### config.mk
export PLATFORM = sky130hd
export DESIGN_NAME = ussl_top
export DESIGN_NICKNAME = d
export VERILOG_FILES = /design/src/ussl_pkg.sv /design/src/ussl_top.sv
export SDC_FILE = /design/constraint.sdc
export NUM_CORES = 1
export LEC_CHECK = 0
export BUFFER_PORTS_ARGS = -buffer_cell sky130_fd_sc_hd__buf_2
export CORE_MARGIN = 5
export CORE_UTILIZATION = 55
export CTS_CLUSTER_SIZE = 40
export DETAILED_ROUTE_END_ITERATION = 16
export PLACE_DENSITY = 0.79
export SETUP_SLACK_MARGIN = 0.2
export SLEW_MARGIN = 25
export SYNTH_ARGS = -nofsm -noshare
export SYNTH_HDL_FRONTEND = slang
export SYNTH_SLANG_ARGS = --single-unit
### constraint.sdc
create_clock -name aclk -period 3.6 [get_ports aclk]
set_input_delay 0.18 -clock aclk [delete_from_list [all_inputs] [get_ports aclk]]
set_output_delay 0.18 -clock aclk [all_outputs]
set_load 0.005 [all_outputs]
### src/ussl_pkg.sv
// Package for the synchronous slave serial port: map, fields, types.
// Assumes AXI4-Lite with 32-bit data; register data in bits 7:0.
package ussl_pkg;
	// ****************************************
	// Register indexes (byte address is index times 4)
	// ****************************************
	localparam logic [7:0] IDX_PIRQ_FLAGS = 8'h0c;
	localparam logic [7:0] IDX_RX_STATCTL = 8'h18;
	localparam logic [7:0] IDX_TX_HOLD = 8'h19;
	localparam logic [7:0] IDX_RX_HOLD = 8'h1a;
	localparam logic [7:0] IDX_PIRQ_ENABLES = 8'h8c;
	localparam logic [7:0] IDX_TX_STATCTL = 8'h98;
	localparam logic [7:0] IDX_BAUD_DIVISOR = 8'h99;
	localparam logic [7:0] IDX_SLEEP_CTL = 8'hc0;
	localparam int ADDR_W = 10;
	// ****************************************
	// Field positions
	// ****************************************
	localparam int B_RX_AVAIL = 5;
	localparam int B_TX_EMPTY = 4;
	localparam int B_SERIAL_PORT_ENABLE = 7;
	localparam int B_RX9 = 6;
	localparam int B_SINGLE_RECEIVE_ENABLE = 5;
	localparam int B_CONTINUOUS_RECEIVE_ENABLE = 4;
	localparam int B_FRAMING_ERROR_FLAG = 2;
	localparam int B_OVERRUN_ERROR_FLAG = 1;
	localparam int B_RECEIVED_NINTH_BIT = 0;
	localparam int B_CLOCK_SOURCE_SELECT = 7;
	localparam int B_TX9 = 6;
	localparam int B_TRANSMIT_ENABLE_BIT = 5;
	localparam int B_SYNC = 4;
	localparam int B_SHIFT_REGISTER_EMPTY_STATUS = 1;
	localparam int B_TRANSMIT_NINTH_BIT = 0;
	// ****************************************
	// Reset values, response codes and wake vector
	// ****************************************
	localparam logic [7:0] RST_TX_STATCTL = 8'h02;
	localparam logic [7:0] RST_ZERO = 8'h00;
	localparam logic [1:0] RESP_OKAY = 2'b00;
	localparam logic [1:0] RESP_SLVERR = 2'b10;
	localparam logic [3:0] WAKE_VECTOR = 4'h4;

	typedef struct packed {
		logic [ADDR_W-1:0] addr;
		logic [31:0] data;
		logic [3:0] strb;
	} ussl_wr_t;

	typedef struct packed {
		logic [8:0] bits;
	} ussl_word_t;
endpackage

### src/ussl_top.sv
// Synchronous slave serial port with AXI4-Lite register access.
// Assumes shift clock and data pin come from an external master.
//
// Contract
// - Shift clock comes from external master only
// - Clearing clock-source bit selects slave mode
// - Shifting continues while core sleeps
// - Slave transfers behave like master transfers
// - First written word loads shifter immediately
// - Empty flag clear while second word waits
// - After shift, reload second, then set empty
// - Enabled empty event wakes chip, vector 0004h
// - Single-receive enable ignored in slave mode
// - Continuous receive completes during sleep
// - Full word moves to holding; may wake
// - Receive flag set on completion, interrupt
// - Clearing continuous receive clears errors
// - Receive data sampled at falling clock edge
// - Two-entry queue; third word overruns
// - Overrun blocks transfers into queue
// - Receive flag clears when queue empty
module ussl_top
	import ussl_pkg::*;
#(
	parameter int DATA_BITS = 8
) (
	input wire logic aclk,
	input wire logic aresetn,
	input wire logic [ussl_pkg::ADDR_W-1:0] s_axi_awaddr,
	input wire logic s_axi_awvalid,
	output logic s_axi_awready,
	input wire logic [31:0] s_axi_wdata,
	input wire logic [3:0] s_axi_wstrb,
	input wire logic s_axi_wvalid,
	output logic s_axi_wready,
	output logic [1:0] s_axi_bresp,
	output logic s_axi_bvalid,
	input wire logic s_axi_bready,
	input wire logic [ussl_pkg::ADDR_W-1:0] s_axi_araddr,
	input wire logic s_axi_arvalid,
	output logic s_axi_arready,
	output logic [31:0] s_axi_rdata,
	output logic [1:0] s_axi_rresp,
	output logic s_axi_rvalid,
	input wire logic s_axi_rready,
	input wire logic shift_clock_pin,
	input wire logic serial_data_pin_in,
	output logic serial_data_pin_out,
	output logic serial_data_pin_oe,
	output logic core_wake,
	output logic [3:0] wake_vector
);
	import ussl_pkg::*;

	// ****************************************
	// Registers
	// ****************************************
	logic [7:0] irq_en;
	logic [7:0] rx_ctl;
	logic [7:0] tx_ctl;
	logic [7:0] baud_divisor;
	logic core_sleep;
	logic global_ie;
	logic [7:0] tx_hold;
	logic tx_hold_9;
	logic tx_hold_full;
	logic [8:0] tx_shift;
	logic [3:0] tx_count;
	logic tx_busy;
	logic tx_empty_flag;
	ussl_word_t rx_fifo [2];
	logic [1:0] rx_level;
	logic rx_rd_ptr;
	logic rx_wr_ptr;
	logic [8:0] rx_shift;
	logic [3:0] rx_count;
	logic overrun_error_flag;
	logic [2:0] ck_sync;
	logic ck_state;

	// ****************************************
	// Bus slave
	// ****************************************
	logic [ADDR_W-1:0] aw_addr;
	logic aw_held;
	logic [31:0] w_data;
	logic w_held;
	logic do_write;
	logic do_read;
	logic [7:0] wr_idx;
	logic [7:0] rd_idx;
	logic rd_rx_hold;
	logic wr_tx_hold;

	function automatic logic [7:0] to_index(input logic [ADDR_W-1:0] a);
		return a[ADDR_W-1:2];
	endfunction

	function automatic logic known(input logic [7:0] i);
		return i == IDX_PIRQ_FLAGS || i == IDX_RX_STATCTL ||
			i == IDX_TX_HOLD || i == IDX_RX_HOLD ||
			i == IDX_PIRQ_ENABLES || i == IDX_TX_STATCTL ||
			i == IDX_BAUD_DIVISOR || i == IDX_SLEEP_CTL;
	endfunction

	assign do_write = aw_held && w_held && !s_axi_bvalid;
	assign wr_idx = to_index(aw_addr);
	assign rd_idx = to_index(s_axi_araddr);
	assign do_read = s_axi_arvalid && s_axi_arready;
	assign rd_rx_hold = do_read && rd_idx == IDX_RX_HOLD;
	assign wr_tx_hold = do_write && wr_idx == IDX_TX_HOLD;

	always_ff @(posedge aclk) begin
		if (!aresetn) begin
			aw_held <= 1'b0;
			aw_addr <= '0;
			w_held <= 1'b0;
			w_data <= '0;
			s_axi_bvalid <= 1'b0;
			s_axi_bresp <= RESP_OKAY;
		end else begin
			if (s_axi_awvalid && s_axi_awready) begin
				aw_held <= 1'b1;
				aw_addr <= s_axi_awaddr;
			end
			if (s_axi_wvalid && s_axi_wready) begin
				w_held <= 1'b1;
				w_data <= s_axi_wstrb[0] ? s_axi_wdata : 32'h0000_0000;
			end
			if (do_write) begin
				aw_held <= 1'b0;
				w_held <= 1'b0;
				s_axi_bvalid <= 1'b1;
				s_axi_bresp <= known(wr_idx) ? RESP_OKAY : RESP_SLVERR;
			end else if (s_axi_bready) begin
				s_axi_bvalid <= 1'b0;
			end
		end
	end

	always_ff @(posedge aclk) begin
		if (!aresetn) begin
			s_axi_awready <= 1'b0;
			s_axi_wready <= 1'b0;
		end else begin
			s_axi_awready <= !aw_held && !(s_axi_awvalid && s_axi_awready);
			s_axi_wready <= !w_held && !(s_axi_wvalid && s_axi_wready);
		end
	end

	always_ff @(posedge aclk) begin
		if (!aresetn) begin
			s_axi_arready <= 1'b0;
			s_axi_rvalid <= 1'b0;
			s_axi_rdata <= '0;
			s_axi_rresp <= RESP_OKAY;
		end else begin
			s_axi_arready <= !s_axi_rvalid && !do_read;
			if (do_read) begin
				s_axi_rvalid <= 1'b1;
				s_axi_rresp <= known(rd_idx) ? RESP_OKAY : RESP_SLVERR;
				unique case (rd_idx)
					IDX_PIRQ_FLAGS: s_axi_rdata <= {24'h0, 2'b00,
						rx_level != 2'd0, tx_empty_flag, 4'h0};
					IDX_RX_STATCTL: s_axi_rdata <= {24'h0, rx_ctl[7:3],
						1'b0, overrun_error_flag, rx_fifo[rx_rd_ptr].bits[8]};
					IDX_RX_HOLD: s_axi_rdata <= {24'h0,
						rx_fifo[rx_rd_ptr].bits[7:0]};
					IDX_PIRQ_ENABLES: s_axi_rdata <= {24'h0, irq_en};
					IDX_TX_STATCTL: s_axi_rdata <= {24'h0, tx_ctl[7:2],
						!tx_busy, tx_ctl[0]};
					IDX_BAUD_DIVISOR: s_axi_rdata <= {24'h0, baud_divisor};
					IDX_SLEEP_CTL: s_axi_rdata <= {30'h0, global_ie,
						core_sleep};
					default: s_axi_rdata <= 32'h0000_0000;
				endcase
			end else if (s_axi_rready) begin
				s_axi_rvalid <= 1'b0;
			end
		end
	end

	always_ff @(posedge aclk) begin
		if (!aresetn) begin
			irq_en <= RST_ZERO;
			rx_ctl <= RST_ZERO;
			tx_ctl <= RST_TX_STATCTL;
			baud_divisor <= RST_ZERO;
			core_sleep <= 1'b0;
			global_ie <= 1'b0;
		end else begin
			if (core_wake)
				core_sleep <= 1'b0;
			if (do_write) begin
				unique case (wr_idx)
					IDX_PIRQ_ENABLES: irq_en <= w_data[7:0];
					IDX_RX_STATCTL: rx_ctl <= {w_data[7:3], 3'b000};
					IDX_TX_STATCTL: tx_ctl <= {w_data[7:2], 1'b0, w_data[0]};
					IDX_BAUD_DIVISOR: baud_divisor <= w_data[7:0];
					IDX_SLEEP_CTL: begin
						core_sleep <= w_data[0];
						global_ie <= w_data[1];
					end
					default: ;
				endcase
			end
		end
	end

	// ****************************************
	// Shift clock sampling
	// ****************************************
	logic slave_on;
	logic ck_fall;
	assign slave_on = rx_ctl[B_SERIAL_PORT_ENABLE] && tx_ctl[B_SYNC] && !tx_ctl[B_CLOCK_SOURCE_SELECT];
	always_ff @(posedge aclk) begin
		if (!aresetn) begin
			ck_sync <= 3'b000;
			ck_state <= 1'b0;
		end else begin
			ck_sync <= {ck_sync[1:0], shift_clock_pin};
			if (ck_sync[2] == ck_sync[1])
				ck_state <= ck_sync[2];
		end
	end
	assign ck_fall = slave_on && ck_sync[2] == ck_sync[1] && !ck_sync[2] && ck_state;

	// Data level counts once second and third stages agree
	logic [2:0] dt_sync;
	logic dt_state;
	always_ff @(posedge aclk) begin
		if (!aresetn) begin
			dt_sync <= 3'b000;
			dt_state <= 1'b0;
		end else begin
			dt_sync <= {dt_sync[1:0], serial_data_pin_in};
			if (dt_sync[2] == dt_sync[1])
				dt_state <= dt_sync[2];
		end
	end

	// ****************************************
	// Transmitter
	// ****************************************
	logic tx_on;
	logic [3:0] tx_len;
	logic tx_done;
	assign tx_on = slave_on && tx_ctl[B_TRANSMIT_ENABLE_BIT];
	assign tx_len = tx_ctl[B_TX9] ? 4'(DATA_BITS + 1) : 4'(DATA_BITS);
	assign tx_done = tx_busy && ck_fall && tx_count == tx_len - 4'd1;
	always_ff @(posedge aclk) begin
		if (!aresetn) begin
			tx_hold <= RST_ZERO;
			tx_hold_9 <= 1'b0;
			tx_hold_full <= 1'b0;
			tx_shift <= '0;
			tx_count <= '0;
			tx_busy <= 1'b0;
			tx_empty_flag <= 1'b0;
			serial_data_pin_out <= 1'b0;
			serial_data_pin_oe <= 1'b0;
		end else begin
			serial_data_pin_oe <= tx_on && tx_busy;
			if (wr_tx_hold) begin
				tx_hold <= w_data[7:0];
				tx_hold_9 <= tx_ctl[B_TRANSMIT_NINTH_BIT];
				tx_hold_full <= 1'b1;
				tx_empty_flag <= 1'b0;
			end
			if (!tx_on) begin
				// Flag keeps its value while transmit is off, except that a TX_HOLD write clears it
				tx_busy <= 1'b0;
				tx_count <= '0;
			end else if ((!tx_busy || tx_done) && tx_hold_full) begin
				tx_shift <= {tx_hold_9, tx_hold};
				serial_data_pin_out <= tx_hold[0];
				tx_busy <= 1'b1;
				tx_count <= '0;
				tx_hold_full <= wr_tx_hold;
				tx_empty_flag <= !wr_tx_hold;
			end else if (tx_done) begin
				tx_busy <= 1'b0;
			end else if (tx_busy && ck_fall) begin
				tx_shift <= {1'b0, tx_shift[8:1]};
				serial_data_pin_out <= tx_shift[1];
				tx_count <= tx_count + 4'd1;
			end
		end
	end

	// ****************************************
	// Receiver
	// ****************************************
	logic rx_on;
	logic [3:0] rx_len;
	logic rx_last;
	logic [8:0] rx_word;
	assign rx_on = slave_on && rx_ctl[B_CONTINUOUS_RECEIVE_ENABLE];
	assign rx_len = rx_ctl[B_RX9] ? 4'(DATA_BITS + 1) : 4'(DATA_BITS);
	assign rx_last = rx_on && ck_fall && rx_count == rx_len - 4'd1;
	assign rx_word = rx_ctl[B_RX9] ? {dt_state, rx_shift[8:1]} :
		{1'b0, dt_state, rx_shift[8:2]};
	always_ff @(posedge aclk) begin
		if (!aresetn) begin
			rx_shift <= '0;
			rx_count <= '0;
			rx_level <= 2'd0;
			rx_rd_ptr <= 1'b0;
			rx_wr_ptr <= 1'b0;
			overrun_error_flag <= 1'b0;
			rx_fifo[0] <= '0;
			rx_fifo[1] <= '0;
		end else begin
			if (!rx_on) begin
				rx_count <= '0;
				overrun_error_flag <= 1'b0;
			end else if (ck_fall) begin
				rx_shift <= {dt_state, rx_shift[8:1]};
				rx_count <= rx_last ? 4'd0 : rx_count + 4'd1;
			end
			if (rx_last && rx_level == 2'd2 && !rd_rx_hold)
				overrun_error_flag <= 1'b1;
			if (rx_last && !overrun_error_flag &&
				(rx_level != 2'd2 || rd_rx_hold)) begin
				rx_fifo[rx_wr_ptr].bits <= rx_word;
				rx_wr_ptr <= !rx_wr_ptr;
			end
			if (rd_rx_hold && rx_level != 2'd0)
				rx_rd_ptr <= !rx_rd_ptr;
			rx_level <= rx_level
				+ ((rx_last && !overrun_error_flag &&
					(rx_level != 2'd2 || rd_rx_hold)) ? 2'd1 : 2'd0)
				- ((rd_rx_hold && rx_level != 2'd0) ? 2'd1 : 2'd0);
		end
	end

	// ****************************************
	// Wake-up
	// ****************************************
	logic wake_req;
	assign wake_req = (tx_empty_flag && irq_en[B_TX_EMPTY]) ||
		(rx_level != 2'd0 && irq_en[B_RX_AVAIL]);
	always_ff @(posedge aclk) begin
		if (!aresetn) begin
			core_wake <= 1'b0;
			wake_vector <= 4'h0;
		end else begin
			core_wake <= core_sleep && wake_req;
			wake_vector <= (wake_req && global_ie) ? WAKE_VECTOR : 4'h0;
		end
	end
endmodule

Yosys cells after proc, flatten, opt, wreduce, memory -nomap -nowiden
Memories as Yosys holds them, arrays and structs flattened. A register that Yosys moved wholly into a read port is not among the register bits.
Cells that the tools add are included.
{"block": "totals", "mem_count": 1, "input_bits": 65, "mem_bits_rw": 18, "word_cells": 198, "reg_bits": 150, "output_inout_bits": 48}
{"name": "rx_fifo", "depth": 2, "word_bits": 9, "read_ports": 1, "rd_clocked_by_memory_dff": 1, "wr": 2, "line": "ussl_top.sv:71", "text": "ussl_word_t rx_fifo [2];"}
{"block": "op_classes", "reduce_logical": 82, "addsub": 6, "bitwise_logic": 3, "mux": 43, "eq_ne": 24}
{"operator": "== test 8 bit (second input constant)", "count": 8}
{"operator": "case mux 8 bit (7 select lines)", "count": 1}
{"operator": "== test 8 x 5 -> 1 bit (second input constant)", "count": 6}
{"operator": "two-way mux 9 bit", "count": 5}
{"operator": "logical AND 1 bit", "count": 32}
{"operator": "two-way mux 1 bit", "count": 32}
{"operator": "AND reduction 2 bit", "count": 9}
{"operator": "logical OR 1 bit", "count": 17}
{"operator": "== test 8 x 4 -> 1 bit (second input constant)", "count": 2}
{"operator": "logical NOT 1 bit", "count": 15}
{"operator": "nonzero test 2 bit", "count": 5}
{"operator": "OR reduction 9 bit", "count": 1}
{"operator": "adder 4 x 1 -> 4 bit (second input constant)", "count": 2}
{"operator": "== test 4 bit", "count": 2}
{"operator": "two-way mux 8 bit", "count": 1}
{"operator": "subtractor 4 x 1 -> 4 bit (second input constant)", "count": 2}
{"operator": "two-way mux 2 bit", "count": 2}
{"operator": "two-way mux 4 bit", "count": 1}
{"operator": "!= test 2 x 1 -> 1 bit (second input constant)", "count": 2}
{"operator": "two-way mux 3 bit", "count": 1}
{"operator": "NOT 1 bit", "count": 3}
{"operator": "AND reduction 3 bit", "count": 1}
{"operator": "OR reduction 3 bit", "count": 1}
{"operator": "adder 2 x 1 -> 2 bit", "count": 1}
{"operator": "5 further kinds", "count": 6}

Longest topological paths before layout
{"block": "logic_depth", "depth_word": 14, "mapped_depth": 11, "depth_no_buf": 10}

Worst setup path after synthesis
No wires, ideal clock.
{"block": "synth_path", "path_type": "input to register", "from": "in s_axi_araddr[2] in the netlist's numbering", "to": "mem rx_fifo[0][0] in the netlist's numbering, enable pin", "arrival_time_ns": 2.476, "cell_stages": 6, "path_slack_ns": 0.736, "path_buffers": 1, "required_time_ns": 3.213, "setup_time_ns": 0.387, "cell_sequence": "or4b_1 -> clkbuf_1 -> o41a_1 -> nor4b_4 -> inv_1 -> o21ai_0"}
{"element": "start: declaration", "line": "ussl_top.sv:39", "text": "input wire logic [ussl_pkg::ADDR_W-1:0] s_axi_araddr,"}
{"element": "end: declaration", "line": "ussl_top.sv:71"}

Worst setup path after layout
{"block": "layout_path", "from": "reg rx_ctl[6]", "to": "reg rx_level[1]"}
{"block": "layout_between", "elab_chain_len": 9}
{"element": "start: declaration", "line": "ussl_top.sv:59", "text": "logic [7:0] rx_ctl;"}
{"element": "start signal: assignment", "line": "ussl_top.sv:197", "text": "IDX_RX_STATCTL: rx_ctl <= {w_data[7:3], 3'b000};"}
{"element": "two-way mux 1 bit", "line": "ussl_top.sv:299", "text": "assign rx_len = rx_ctl[B_RX9] ? 4'(DATA_BITS + 1) : 4'(DATA_BITS);"}
{"element": "subtractor 4 x 1 -> 4 bit", "line": "ussl_top.sv:300", "text": "assign rx_last = rx_on && ck_fall && rx_count == rx_len - 4'd1;"}
{"element": "== test 4 bit", "line": "ussl_top.sv:300"}
{"element": "logical AND 1 bit", "line": "ussl_top.sv:300"}
{"element": "logical AND 1 bit (2 in a row)", "line": "ussl_top.sv:331", "text": "+ ((rx_last && !overrun_error_flag &&"}
{"element": "two-way mux 1 bit", "line": "ussl_top.sv:332", "text": "(rx_level != 2'd2 || rd_rx_hold)) ? 2'd1 : 2'd0)"}
{"element": "adder 2 x 1 -> 2 bit", "line": "ussl_top.sv:331"}
{"element": "subtractor 2 x 1 -> 2 bit", "line": "ussl_top.sv:333", "text": "- ((rd_rx_hold && rx_level != 2'd0) ? 2'd1 : 2'd0);"}
{"element": "end signal: assignment", "line": "ussl_top.sv:330", "text": "rx_level <= rx_level"}
{"element": "end: declaration", "line": "ussl_top.sv:72", "text": "logic [1:0] rx_level;"}
No other way between the ends.
A chain may end at the register's enable or synchronous reset.

==> summary.txt <==
Status
  • Status: finished, final reports clean

Drt
  • Vias per inst: 5.640
  • Vias: 4,929
  • Routed len/inst: 16.05 um
  • # DRC: 0
  • Post-detailed-route count of antenna-violating nets: 0
  • Drt pass-1 iters: 5
  • DRT iter0 DRCs: 382
  • Total Routed Length: 14,030 um

Power and ir drop
  • Sw frac: 23.52%
  • Maximum VDD drop: 0.3720 mV
  • Comb power frac: 4.9%
  • Tot Pwr: 3.229 mW
  • Clock network power share: 46.3%
  • Pleak: 2.610 nW
  • Psw: 0.7594 mW
  • Internal: 2.469 mW
  • PD cells: 462.4 mW/mm^2
  • Seq pwr share: 48.8%

Global route
  • Initial antenna violation count: 0
  • GRT Util Overall: 22.09%
  • Vias in the first global route: 4,635
  • GRT Residual Overflow: 0
  • Largest net degree at the start of global routing: 56
  • First-pass GRT wire length: 22,640 um

Critical path
  • CP max-delay cell: dfxtp_1
  • Startpoint types: flop
  • CP max FO: 13
  • CP delay by family, top: simple AND/OR/NAND/NOR gates
  • Critical path endpoint category: flop
  • Kind of critical path: flop to flop
  • CP max stage delay: 0.77 ns
  • RR Endpoint: rx_level[1]
  • Critical Path RT: 4.01 ns
  • Reg-to-Reg Start: rx_ctl[6]
  • CP arrival: 3.30 ns
  • Reg2reg setup slack: 0.71 ns
  • Cells along the critical path: nor4b_1 > a22oi_1 > nor4b_4 > inv_1 > ha_1 > inv_1 > ha_1 > xor2_1 > xnor2_1 > nor2_1
  • Worst Path Buf+Inv: 2
  • R2R depth: 10

Synthesis
  • Post-synth top area share: 39.31%
  • Netlist cell types: 64
  • Synth top area cells: dfxtp_1, edfxtp_1, mux2i_1
  • Synthesized flop and latch total: 135
  • Number of synthesized flops with an enable pin: 18
  • Sequential fraction of the synthesis area: 48.38%
  • Area leader, netlist: dfxtp_1
  • Syn Area/Cell: 9.124 um^2
  • FFs w/ async S/R, synth: 0%
  • Netlist Area Pre-Place: 0.005958 mm^2
  • Mapped Cells: 653
  • YS warnings: 0
  • Main synth FF type: dfxtp_1

Flow run
  • Maxcap violations: 0

Place
  • GPL Wtd Cong: 0.8916
  • Number of port buffers: 52
  • Placement Setup Slack: 0.5286 ns
  • Total placed cells including tap cells: 814
  • Dpl hpwl: 9516 um

Final layout
  • N_diodes: 0
  • Layout cell share with drive strength beyond 1: 13.62%
  • Most frequent cells in the layout: dfxtp_1, nor2_1, nand2_1
  • P&R area growth vs syn: 17.20%
  • Non-Filler Instances: 874
  • Total Nets Final: 790
  • Commonest non-fill, non-tap cell in the layout: dfxtp_1

STA
  • Worst slew pin tran: 0.9544 ns
  • Fin crit share: 80.28%
  • PnR worst setup slack: 0.7099 ns
  • Slew HR: 36.14%
  • Clock skew: 0.007660 ns
  • Setup TNS: 0 ns
  • Slew Viols, Final: 0
  • Final setup vio count: 0
  • Final-report hold violation count: 0
  • Tmin final: 2.890 ns
  • Unrepaired setup endpoints after global routing: no
  • Fmax achieved: 346.0 MHz

Worst hold path
  • Sink of the worst hold path: s_axi_rresp[1]
  • Hold path depth: 5
  • Min-delay src: s_axi_araddr[7]
  • Worst hold path type: input pin to flop

Clock network
  • CTS tree: done
  • H-tree levels: 4
  • Clock input transition at the sequential cells of the worst setup and hold paths: 0.06 ns
  • CTS sink cnt: 135
  • Post-CTS sizing: 0
  • Post-CTS Setup Inserts: 0
  • Inserted Clock Buffers: 17
  • Clk_lat worst skew: 0.53 ns
  • CTS Buffer Depth: 2
  • Cts hold-fix bufs: 28
  • Clk root buf: clkbuf_8

Floorplanning
  • Core area: 0.01075 mm^2
  • DIE WIDTH: 114.1 um
  • Die area: 0.01301 mm^2
  • Die H: 114.1 um
  • I/O pin count: 113
  • Row count: 38
  • Initial Util: 55.45%
==> cell families (layout without fill, tap and decap cells) <==
kind of cell	count (synthesis)	after routing	share of synthesized area, %
AOI/OAI and AO/OA	109	109	11.78
xor gates and xnor gates	9	9	1.323
adders and majority gates	4	4	0.8400
buffers and inverters	78	131	6.783
DFF	135	135	48.38
muxes	56	56	9.702
other	1	29	0.06294
and+or+nand+nor	261	261	21.13
==> cell type report <==
cell class,instances,area (um^2)
clock buffers,18,427.9
clock inverters,14,85.08
fillers,852,3762
inverters,14,52.55
multi-input cells,468,2781
flip-flops and latches,135,2883
well taps,140,175.2
repair buffers,85,578.1
==> power groups by stage <==
stage | Sequential (mW) | Clock (mW) | Combinational (mW)
floorplan | 1.60 | 0 | 0.108
global placement | 1.61 | 0 | 0.131
detailed placement | 1.61 | 0 | 0.135
CTS | 1.58 | 1.51 | 0.155
global route | 1.58 | 1.59 | 0.174
finish | 1.58 | 1.49 | 0.157
==> sequential cells by signal (all words and copies together), names as in the netlist, 2 cells and up, named ones only <==
signal / flops
aw_addr: 8
tx_shift: 9
rx_shift: 8
rx_level: 2
dt_sync: 3
tx_ctl: 7
s_axi_rdata: 8
rx_count: 4
ck_sync: 3
irq_en: 8
tx_count: 4
baud_divisor: 8
tx_hold: 8
w_data: 8
rx_fifo: 18
rx_ctl: 5
==> metrics by stage <==
stage | instance area [um^2] | hold slack [ns] | util [%]
2_1_floorplan | 6063 | 0.3073 | -
3_3_place_gp | 6190 | 0.3912 | 57.60
3_5_place_dp | 6190 | 0.3932 | 57.60
4_1_cts | 6983 | 0.08359 | 64.99
5_1_grt | 6983 | 0.1234 | 64.99
6_report | 6983 | 0.09625 | 64.99
==> Yosys cell counts, types with 5 or more instances <==
cell and number:
a21oi_1 37, a221oi_1 10, a32o_1 5, and2_1 14, and3_1 7, buf_4 29
clkbuf_1 30, dfxtp_1 117, edfxtp_1 18, inv_1 14, mux2i_1 51, nand2_1 73
nand2b_1 6, nand3_1 28, nor2_1 89, nor2b_1 6, nor3_1 5, o21ai_0 27
xnor2_1 5
==> worst max-delay path by stage <==
stage	endpoint	depth (start not counted)	slack, ns	startpoint
finish	rx_level[1]	10	0.71	rx_ctl[6]
global route	rx_level[1]	10	0.51	rx_ctl[6]
CTS	rx_level[1]	10	0.67	rx_ctl[6]
detailed placement	rx_level[1]	11	0.53	s_axi_araddr[2]
global placement	rx_level[1]	11	0.58	s_axi_araddr[2]
floorplan	rx_fifo[0][0]	6	0.74	s_axi_araddr[2]
==> worst register-to-register path: stages (launching register included) <==
cell and delay [ns]:
dfxtp_1 0.77, nor4b_1 0.35, a22oi_1 0.24, nor4b_4 0.45, inv_1 0.10, ha_1 0.30, inv_1 0.05, ha_1 0.15
xor2_1 0.18, xnor2_1 0.14, nor2_1 0.05
==> routing by layer <==
layer	vias up	share of wire (%)	track usage, %	wire length (um)
met1	2378	43	27.62	6008
li1	2359	-	-	-
met4	0	2.4	10.37	336
met3	25	7.1	5.391	993
met5	-	0	0	0
met2	167	48	35.99	6689
(Power assumes the default switching activity.)
